===== src/accrd_pkg.sv =====
// Package of constants for the accumulator readout register block
// How it works
// RQ1 - Host reads a 24-bit count of accumulations since the last snapshot.
// RQ2 - A snapshot copies the running count into the readable count register.
// RQ3 - Host divides each channel total by the count to get averages.
// RQ4 - Running count holds at its maximum instead of wrapping to zero.
// RQ5 - Channel one total holds power or current, chosen by control bit 7.
// RQ6 - Channel two total holds power or current, chosen by control bit 7.
// RQ7 - Channel one readable total is 56 bits wide and read only.
// RQ8 - A snapshot moves running totals into the readable result registers.
// RQ9 - Running totals saturate at their 56-bit maximum instead of wrapping.
// RQ10 - Totals are unsigned binary integers.
// RQ11 - Mode zero sums 16-bit current values, mode one sums power values.
// RQ12 - Any overflow sets the saturation flag and halts accumulation.
// RQ13 - Snapshot clears and restarts; flag stays until host writes zero.
// RQ14 - Count and both totals are captured together in one cycle.
// RQ15 - Readable count and totals reset to zero and ignore host writes.
package accrd_pkg;
  // ----------------------------------------------------------------
  // Register map
  // ----------------------------------------------------------------
  localparam logic [7:0] ACCRD_CTRL_ADDR = 8'h01;
  localparam logic [7:0] ACCRD_CNT_ADDR = 8'h02;
  localparam logic [7:0] ACCRD_CH1_ADDR = 8'h03;
  localparam logic [7:0] ACCRD_CH2_ADDR = 8'h04;
  // ----------------------------------------------------------------
  // Field layout
  // ----------------------------------------------------------------
  localparam int ACCRD_MODE_BIT = 7;
  localparam int ACCRD_FLAG_BIT = 0;
  localparam int ACCRD_CNT_W = 24;
  localparam int ACCRD_ACC_W = 56;
  localparam int ACCRD_CUR_W = 16;
  localparam int ACCRD_PWR_W = 30;
  localparam int ACCRD_RD_W = 64;
  localparam logic [63:0] ACCRD_ZERO = 64'h0;
  typedef enum logic {ACCRD_RUN, ACCRD_IDLE} accrd_state_t;
endpackage : accrd_pkg


===== src/accrd_sat_acc.sv =====
// Saturating unsigned accumulator with synchronous clear
`timescale 1ns/1ps
module accrd_sat_acc #(
  parameter int W = 56,
  parameter int IW = 30
) (
  input wire logic core_clk_in,
  input wire logic rst_n_in,
  input wire logic clear_in,
  input wire logic add_in,
  input wire logic [IW-1:0] value_in,
  output logic [W-1:0] total_out,
  output logic at_max_out
);
  initial begin
    if (IW >= W) $error("accrd_sat_acc: input wider than total");
  end
  logic [W-1:0] total_q;
  logic [W-1:0] total_d;
  logic [W:0] sum;
  // ----------------------------------------------------------------
  // Next total; unsigned add, held at all ones on carry out
  // ----------------------------------------------------------------
  always_comb begin
    sum = {1'b0, total_q} + {{(W+1-IW){1'b0}}, value_in}; // RQ10
    total_d = total_q;
    if (clear_in) begin
      total_d = '0;
    end else if (add_in) begin
      total_d = sum[W] ? '1 : sum[W-1:0]; // RQ9
    end
  end
  always_ff @(posedge core_clk_in or negedge rst_n_in) begin
    if (!rst_n_in) begin
      total_q <= '0;
    end else begin
      total_q <= total_d;
    end
  end
  assign total_out = total_q;
  assign at_max_out = &total_q;
endmodule : accrd_sat_acc


===== src/accrd_sat_cnt.sv =====
// Saturating up counter with synchronous clear
`timescale 1ns/1ps
module accrd_sat_cnt #(
  parameter int W = 24
) (
  input wire logic core_clk_in,
  input wire logic rst_n_in,
  input wire logic clear_in,
  input wire logic step_in,
  output logic [W-1:0] count_out,
  output logic at_max_out
);
  initial begin
    if (W < 2) $error("accrd_sat_cnt: width too small");
  end
  logic [W-1:0] count_q;
  logic [W-1:0] count_d;
  // Next count, held at all ones
  always_comb begin
    count_d = count_q;
    if (clear_in) begin
      count_d = '0;
    end else if (step_in && !(&count_q)) begin
      count_d = count_q + 1'b1; // RQ4
    end
  end
  always_ff @(posedge core_clk_in or negedge rst_n_in) begin
    if (!rst_n_in) begin
      count_q <= '0;
    end else begin
      count_q <= count_d;
    end
  end
  assign count_out = count_q;
  assign at_max_out = &count_q;
endmodule : accrd_sat_cnt


===== src/accrd_top.sv =====
// Accumulator readout registers with snapshot, mode and saturation flag
`timescale 1ns/1ps
module accrd_top
  import accrd_pkg::*;
#(
  parameter int CNT_W = ACCRD_CNT_W,
  parameter int ACC_W = ACCRD_ACC_W
) (
  input wire logic core_clk_in,
  input wire logic rstn_in,
  // Sample side: one pulse per accumulation step
  input wire logic sample_valid_in,
  input wire logic [ACCRD_CUR_W-1:0] ch1_current_in,
  input wire logic [ACCRD_CUR_W-1:0] ch2_current_in,
  input wire logic [ACCRD_PWR_W-1:0] ch1_power_in,
  input wire logic [ACCRD_PWR_W-1:0] ch2_power_in,
  // Snapshot command from the serial slave
  input wire logic snapshot_in,
  // Register port from the serial slave
  input wire logic reg_wr_in,
  input wire logic reg_rd_in,
  input wire logic [7:0] reg_addr_in,
  input wire logic [7:0] reg_wdata_in,
  output logic [ACCRD_RD_W-1:0] reg_rdata_out,
  output logic reg_rvalid_out,
  output logic reg_err_out,
  // Status views
  output logic mode_power_out,
  output logic saturation_flag_out,
  output logic running_out
);
  initial begin
    // Narrower widths are allowed so that saturation can be reached
    // in a short run; a total must stay wider than one power sample.
    if (CNT_W < 2 || CNT_W > ACCRD_CNT_W ||
        ACC_W <= ACCRD_PWR_W || ACC_W > ACCRD_ACC_W) begin
      $error("accrd_top: unsupported count or total width");
    end
  end
  // ----------------------------------------------------------------
  // Reset release
  // ----------------------------------------------------------------
  logic rst_meta_q;
  logic rst_n_q;
  // Asynchronous assert, synchronous release
  always_ff @(posedge core_clk_in or negedge rstn_in) begin
    if (!rstn_in) begin
      rst_meta_q <= 1'b0;
      rst_n_q <= 1'b0;
    end else begin
      rst_meta_q <= 1'b1;
      rst_n_q <= rst_meta_q;
    end
  end
  // ----------------------------------------------------------------
  // Address decode
  // ----------------------------------------------------------------
  function automatic logic accrd_hit(input logic [7:0] a,
                                     input logic [7:0] ref_a);
    accrd_hit = (a == ref_a);
  endfunction : accrd_hit
  logic wr_ctrl;
  logic clear_flag;
  assign wr_ctrl = reg_wr_in && accrd_hit(reg_addr_in, ACCRD_CTRL_ADDR);
  // Only a written zero clears the flag; a one is ignored
  assign clear_flag = wr_ctrl && !reg_wdata_in[ACCRD_FLAG_BIT]; // RQ13
  // ----------------------------------------------------------------
  // Control, flag and run state
  // ----------------------------------------------------------------
  logic mode_q;
  logic mode_d;
  logic flag_q;
  logic flag_d;
  accrd_state_t state_q;
  accrd_state_t state_d;
  logic cnt_max;
  logic ch1_max;
  logic ch2_max;
  logic any_max;
  logic step;
  assign any_max = cnt_max || ch1_max || ch2_max;
  // No step is taken once halted, so the totals freeze on overflow.
  // The cycle in which a maximum is reached is gated too; otherwise
  // a back to back sample would reach the totals but not the count.
  assign step = sample_valid_in && (state_q == ACCRD_RUN) && !any_max
    && !snapshot_in; // RQ12 RQ14
  always_comb begin
    mode_d = mode_q;
    flag_d = flag_q;
    state_d = state_q;
    if (wr_ctrl) begin
      mode_d = reg_wdata_in[ACCRD_MODE_BIT]; // RQ5 RQ6
    end
    if (clear_flag) begin
      flag_d = 1'b0;
    end
    // Set wins over a clear in the same cycle
    if (any_max && !snapshot_in) begin
      flag_d = 1'b1; // RQ12
    end
    unique case (state_q)
      ACCRD_RUN: begin
        if (any_max && !snapshot_in) begin
          state_d = ACCRD_IDLE; // RQ12
        end
      end
      ACCRD_IDLE: begin
        if (snapshot_in) begin
          state_d = ACCRD_RUN; // RQ13
        end
      end
    endcase
  end
  always_ff @(posedge core_clk_in or negedge rst_n_q) begin
    if (!rst_n_q) begin
      mode_q <= 1'b0;
      flag_q <= 1'b0;
      state_q <= ACCRD_RUN;
    end else begin
      mode_q <= mode_d;
      flag_q <= flag_d;
      state_q <= state_d;
    end
  end
  // ----------------------------------------------------------------
  // Running totals and count
  // ----------------------------------------------------------------
  logic [ACCRD_PWR_W-1:0] ch1_val;
  logic [ACCRD_PWR_W-1:0] ch2_val;
  logic [CNT_W-1:0] run_cnt;
  logic [ACC_W-1:0] run_ch1;
  logic [ACC_W-1:0] run_ch2;
  // Mode picks summed quantity; current is zero-extended
  assign ch1_val = mode_q ? ch1_power_in
    : {{(ACCRD_PWR_W-ACCRD_CUR_W){1'b0}}, ch1_current_in}; // RQ11 RQ5
  assign ch2_val = mode_q ? ch2_power_in
    : {{(ACCRD_PWR_W-ACCRD_CUR_W){1'b0}}, ch2_current_in}; // RQ11 RQ6
  accrd_sat_cnt #(.W(CNT_W)) u_cnt (
    .core_clk_in(core_clk_in),
    .rst_n_in(rst_n_q),
    .clear_in(snapshot_in),
    .step_in(step),
    .count_out(run_cnt),
    .at_max_out(cnt_max)
  );
  accrd_sat_acc #(.W(ACC_W), .IW(ACCRD_PWR_W)) u_ch1 (
    .core_clk_in(core_clk_in),
    .rst_n_in(rst_n_q),
    .clear_in(snapshot_in),
    .add_in(step),
    .value_in(ch1_val),
    .total_out(run_ch1),
    .at_max_out(ch1_max)
  );
  accrd_sat_acc #(.W(ACC_W), .IW(ACCRD_PWR_W)) u_ch2 (
    .core_clk_in(core_clk_in),
    .rst_n_in(rst_n_q),
    .clear_in(snapshot_in),
    .add_in(step),
    .value_in(ch2_val),
    .total_out(run_ch2),
    .at_max_out(ch2_max)
  );
  // ----------------------------------------------------------------
  // Host-readable snapshot registers
  // ----------------------------------------------------------------
  logic [CNT_W-1:0] step_count_q;
  logic [CNT_W-1:0] step_count_d;
  logic [ACC_W-1:0] ch1_total_q;
  logic [ACC_W-1:0] ch1_total_d;
  logic [ACC_W-1:0] ch2_total_q;
  logic [ACC_W-1:0] ch2_total_d;
  // A sample arriving with the snapshot is dropped from both
  // intervals; the step gate keeps the three values consistent.
  always_comb begin
    step_count_d = step_count_q;
    ch1_total_d = ch1_total_q;
    ch2_total_d = ch2_total_q;
    if (snapshot_in) begin
      step_count_d = run_cnt; // RQ2 RQ14 RQ1
      ch1_total_d = run_ch1; // RQ8 RQ14 RQ7
      ch2_total_d = run_ch2; // RQ8 RQ14
    end
  end
  // Host writes never reach these registers
  always_ff @(posedge core_clk_in or negedge rst_n_q) begin
    if (!rst_n_q) begin
      step_count_q <= '0; // RQ15
      ch1_total_q <= '0; // RQ15
      ch2_total_q <= '0; // RQ15
    end else begin
      step_count_q <= step_count_d;
      ch1_total_q <= ch1_total_d;
      ch2_total_q <= ch2_total_d;
    end
  end
  // ----------------------------------------------------------------
  // Read port
  // ----------------------------------------------------------------
  logic [ACCRD_RD_W-1:0] rdata_q;
  logic [ACCRD_RD_W-1:0] rdata_d;
  logic rvalid_q;
  logic rvalid_d;
  logic err_q;
  logic err_d;
  // Reads answer one cycle later; unmapped reads give zero and err
  always_comb begin
    rdata_d = rdata_q;
    rvalid_d = reg_rd_in;
    err_d = 1'b0;
    if (reg_rd_in) begin
      rdata_d = ACCRD_ZERO;
      if (accrd_hit(reg_addr_in, ACCRD_CTRL_ADDR)) begin
        rdata_d[ACCRD_MODE_BIT] = mode_q;
        rdata_d[ACCRD_FLAG_BIT] = flag_q;
      end else if (accrd_hit(reg_addr_in, ACCRD_CNT_ADDR)) begin
        rdata_d[CNT_W-1:0] = step_count_q; // RQ1
      end else if (accrd_hit(reg_addr_in, ACCRD_CH1_ADDR)) begin
        rdata_d[ACC_W-1:0] = ch1_total_q; // RQ7
      end else if (accrd_hit(reg_addr_in, ACCRD_CH2_ADDR)) begin
        rdata_d[ACC_W-1:0] = ch2_total_q;
      end else begin
        err_d = 1'b1;
      end
    end
    // Writes outside the control byte are flagged as refused
    if (reg_wr_in && !wr_ctrl) begin
      err_d = 1'b1; // RQ15
    end
  end
  always_ff @(posedge core_clk_in or negedge rst_n_q) begin
    if (!rst_n_q) begin
      rdata_q <= ACCRD_ZERO;
      rvalid_q <= 1'b0;
      err_q <= 1'b0;
    end else begin
      rdata_q <= rdata_d;
      rvalid_q <= rvalid_d;
      err_q <= err_d;
    end
  end
  assign reg_rdata_out = rdata_q;
  assign reg_rvalid_out = rvalid_q;
  assign reg_err_out = err_q;
  assign mode_power_out = mode_q;
  assign saturation_flag_out = flag_q;
  assign running_out = (state_q == ACCRD_RUN);
endmodule : accrd_top


===== config.mk =====
export PLATFORM = sky130hd
export DESIGN_NAME = accrd_top
export DESIGN_NICKNAME = d
export VERILOG_FILES = /design/src/accrd_pkg.sv /design/src/accrd_sat_acc.sv /design/src/accrd_sat_cnt.sv /design/src/accrd_top.sv
export SDC_FILE = /design/constraint.sdc
export NUM_CORES = 1
export LEC_CHECK = 0
export ABC_AREA = 1
export BUFFER_PORTS_ARGS = -buffer_cell sky130_fd_sc_hd__buf_2
export CAP_MARGIN = 25
export CELL_PAD_IN_SITES_DETAIL_PLACEMENT = 1
export CELL_PAD_IN_SITES_GLOBAL_PLACEMENT = 1
export CORE_UTILIZATION = 47
export CTS_CLUSTER_DIAMETER = 60
export CTS_CLUSTER_SIZE = 24
export DETAILED_ROUTE_END_ITERATION = 12
export GPL_ROUTABILITY_DRIVEN = 0
export PLACE_DENSITY = 0.9
export SLEW_MARGIN = 0
export SYNTH_ARGS = -nofsm -noshare
export SYNTH_HDL_FRONTEND = slang
export SYNTH_SLANG_ARGS = --single-unit

===== constraint.sdc =====
create_clock -name core_clk_in -period 16.9 [get_ports core_clk_in]
set_input_delay 3.38 -clock core_clk_in [delete_from_list [all_inputs] [get_ports core_clk_in]]
set_output_delay 3.38 -clock core_clk_in [all_outputs]
set_load 0.01 [all_outputs]

==> results.py <==
metrics = {
    "outcome": {
        "status": "completed",
    },
    "finish": {
        "fillCellCount": 6621,
        "syn2layout_area_growth_pct": 11.6,
        "layout.cells.non_filler": 4402,
        "final_area_sq_um": 25400,
        "multi_input_area_sq_um": 11600,
        "drive_gt1_share_pct": 7.45,
        "nNetsFinal": 3938,
        "final_cell_mix": "nand2_1, inv_1, dfrtp_1",
        "final_common_cell": "nand2_1",
        "regArea_sq_um": 8390,
    },
    "synth": {
        "synth.distinct_cells": 45,
        "synthTopCellsByArea": "dfrtp_1, nand2_1, inv_1",
        "avgSynthCellArea_sq_um": 6.24,
        "synth-async-reset-ratio_pct": 100,
        "synth-warning-count": 0,
        "yosysTopAreaCellShare_pct": 36.9,
        "muxShareOfSynthArea_pct": 0,
        "netlist_instances": 3641,
        "yosys.area_share.simple_pct": 37.8,
        "ys_seq_area_share_pct": 36.9,
        "synth_fa_ha_area_share_pct": 3.53,
        "synth_compound_area_share_pct": 7.03,
        "synth_xor_xnor_area_share_pct": 2.43,
        "synth_area_sq_um": 22700,
        "synth-main-ff-cell": "dfrtp_1",
        "synth_top_area_cell": "dfrtp_1",
        "synth_top_family_by_area": "simple AND/OR/NAND/NOR gates",
        "ys_ff_latch": 335,
        "synth_edf_count": 0,
    },
    "clock_network": {
        "clk_pin_slew_worst_paths_ns": 0.08,
        "cts_max_level": 2,
        "post_cts_buffers": 0,
        "cts_tree": "yes",
        "clockBufferDepth": 3,
        "holdBufCountCts": 0,
        "clock_tree.root_cell": "clkbuf_16",
        "insertion_delay_ns": 0.59,
        "cts_made_buffers": 35,
        "cts.repair.resized": 0,
        "clock-sinks": 335,
    },
    "route": {
        "vias": 24300,
        "wl_per_cell_microns": 19.9,
        "dr.pass1.iters": 5,
        "drt-initial-drc-count": 1995,
        "drtAntennaViolNets": 0,
        "route.detailed.drc": 0,
        "drt_wl_total_microns": 87400,
        "vias_per_cell": 5.53,
    },
    "placed_design": {
        "placed_area_sq_um": 24000,
        "port_buffers": 168,
        "dp_hpwl_microns": 60500,
        "post-place-cells": 4334,
    },
    "floorplan": {
        "initial_utilization_pct": 47.6,
        "core_sq_um": 47700,
        "ios": 183,
        "rows": 80,
        "die_y_microns": 222,
        "dieArea_sq_um": 49300,
        "fp.dieW_microns": 222,
    },
    "timing": {
        "finalSetupViolCount": 0,
        "whs_ns": 0.352,
        "setup_tns_ns": 0,
        "post-route-period-util_pct": 36.3,
        "finalClockSkew_ns": 0.0401,
        "relSlewSlack_pct": 30.1,
        "drv_slew": 0,
        "post-route-min-period_ns": 6.14,
        "tightest_slew_ns": 1.05,
        "hold_viol_final": 0,
        "rsz0062_at_grt": "no",
        "max_freq_mhz": 163,
    },
    "pwr": {
        "p_leak_nw": 14.2,
        "power_mw": 2.33,
        "ir_drop_mv": 0.0901,
        "power_density_nw_per_um2": 91.6,
    },
    "critical_path": {
        "worstPathArrival_ns": 6.60,
        "r2r_cells": 20,
        "start_kind": "input port",
        "required_ns": 17.36,
        "critical_path_class": "in -> reg",
        "end_kind": "flip-flop",
        "path_max_fanout": 18,
    },
    "grt": {
        "grt_antenna_before_repair": 1,
        "grt_max_degree": 114,
        "grt_pass1_vias": 24800,
        "grt.overflow.total": 0,
        "grt_usage_pct": 33.9,
        "grt_first_pass_wirelength_microns": 132000,
    },
    "worst_hold_path": {
        "hold_path_class": "reg -> reg",
        "hold_depth": 0,
    },
    "job": {
        "max_cap_violations": 0,
    },
}
critical path: stages:
cell and delay [ns]:
buf_2 0.09, nand2_1 0.06, nand2_1 0.06, ha_1 0.24, fa_1 0.45, nand2_1 0.12, nand2_1 0.06, nand3_1 0.08
nand2_1 0.14, nand2_1 0.09, nand2_1 0.13, nand2_1 0.14, nand2_1 0.17, nand2_1 0.66, buf_4 0.38, o21ai_0 0.15
nand2_1 0.09, nand2_1 0.07
per-stage QoR:
| step | utilization, % | worst slack (ns) |
|---|---|---|
| final | 53.1 | 10.76 |
| after global routing | 53.1 | 10.49 |
| after CTS | 52.9 | 10.80 |
| after detailed placement | 50.3 | 10.17 |
| after global placement | 50.2 | 10.30 |
| after floorplan | - | 6.87 |
sequential cells by signal, summed over array words and instances (netlist names):
register and count:
ch1_total_q 56, ch2_total_q 56, reg_rdata_out 56, u_ch1.total_out 56, u_ch2.total_out 56, step_count_q 24
u_cnt.count_out 24, mode_power_out 1, reg_err_out 1, reg_rvalid_out 1, rst_meta_q 1, rst_n_q 1
saturation_flag_out 1, state_q 1
area by class of cell:
type                       instances  area share, %
antenna                            1        0.00986
tap                              615           3.03
inverter                         603           8.94
clock inverter                    26           1.50
clock buffer                      36           3.51
sequential                       335           33.1
multi-input combinational       2596           45.7
timing repair buffer             190           4.27
power by group:
part	switching, mW	total, mW	internal, mW
Clock	0.448	0.892	0.445
Sequential	0.0632	0.913	0.850
Combinational	0.364	0.520	0.155
cells in the mapped netlist (3+ instances only):
library cell	instances
nand2_1	1631
inv_1	591
dfrtp_1	335
nor2_1	231
o21ai_0	214
nand3_1	191
clkbuf_1	74
ha_1	61
nand4_1	45
o22ai_1	44
a21oi_1	39
xor2_1	34
nor3_1	33
xnor2_1	29
buf_2	23
buf_4	9
inv_2	9
buf_1	4
buf_6	4
nand3b_1	3
nor2_2	3
nor3_2	3
or2_2	3
layer usage:
layer | track usage [%] | routed length, microns | vias to the layer above
met3 | 4.43 | 5240 | 251
met2 | 57.6 | 41800 | 906
met4 | 15.3 | 4300 | 2
met5 | 0 | 13 | -
li1 | - | - | 11300
met1 | 43.0 | 36000 | 11900
kinds of logic after synthesis:
family          Yosys count
compound gates          305
xor+xnor                 63
fa+ha+maj                63
buf+inv                 717
flops                   335
other cells               2
simple gates           2156
worst paths after layout:
path                                        to       startpoint  slack (ns)
max in group asynchronous              rst_n_q          rstn_in       14.20
min in group asynchronous   u_ch2.total_out[1]          rst_n_q        0.45
max                        u_ch2.total_out[31]  ch2_power_in[0]       10.76
max reg2reg                u_ch2.total_out[31]   mode_power_out       11.83
min                                    rst_n_q       rst_meta_q        0.35
min reg2reg                            rst_n_q       rst_meta_q        0.35
Note: power is estimated with default switching activity, not from simulation.
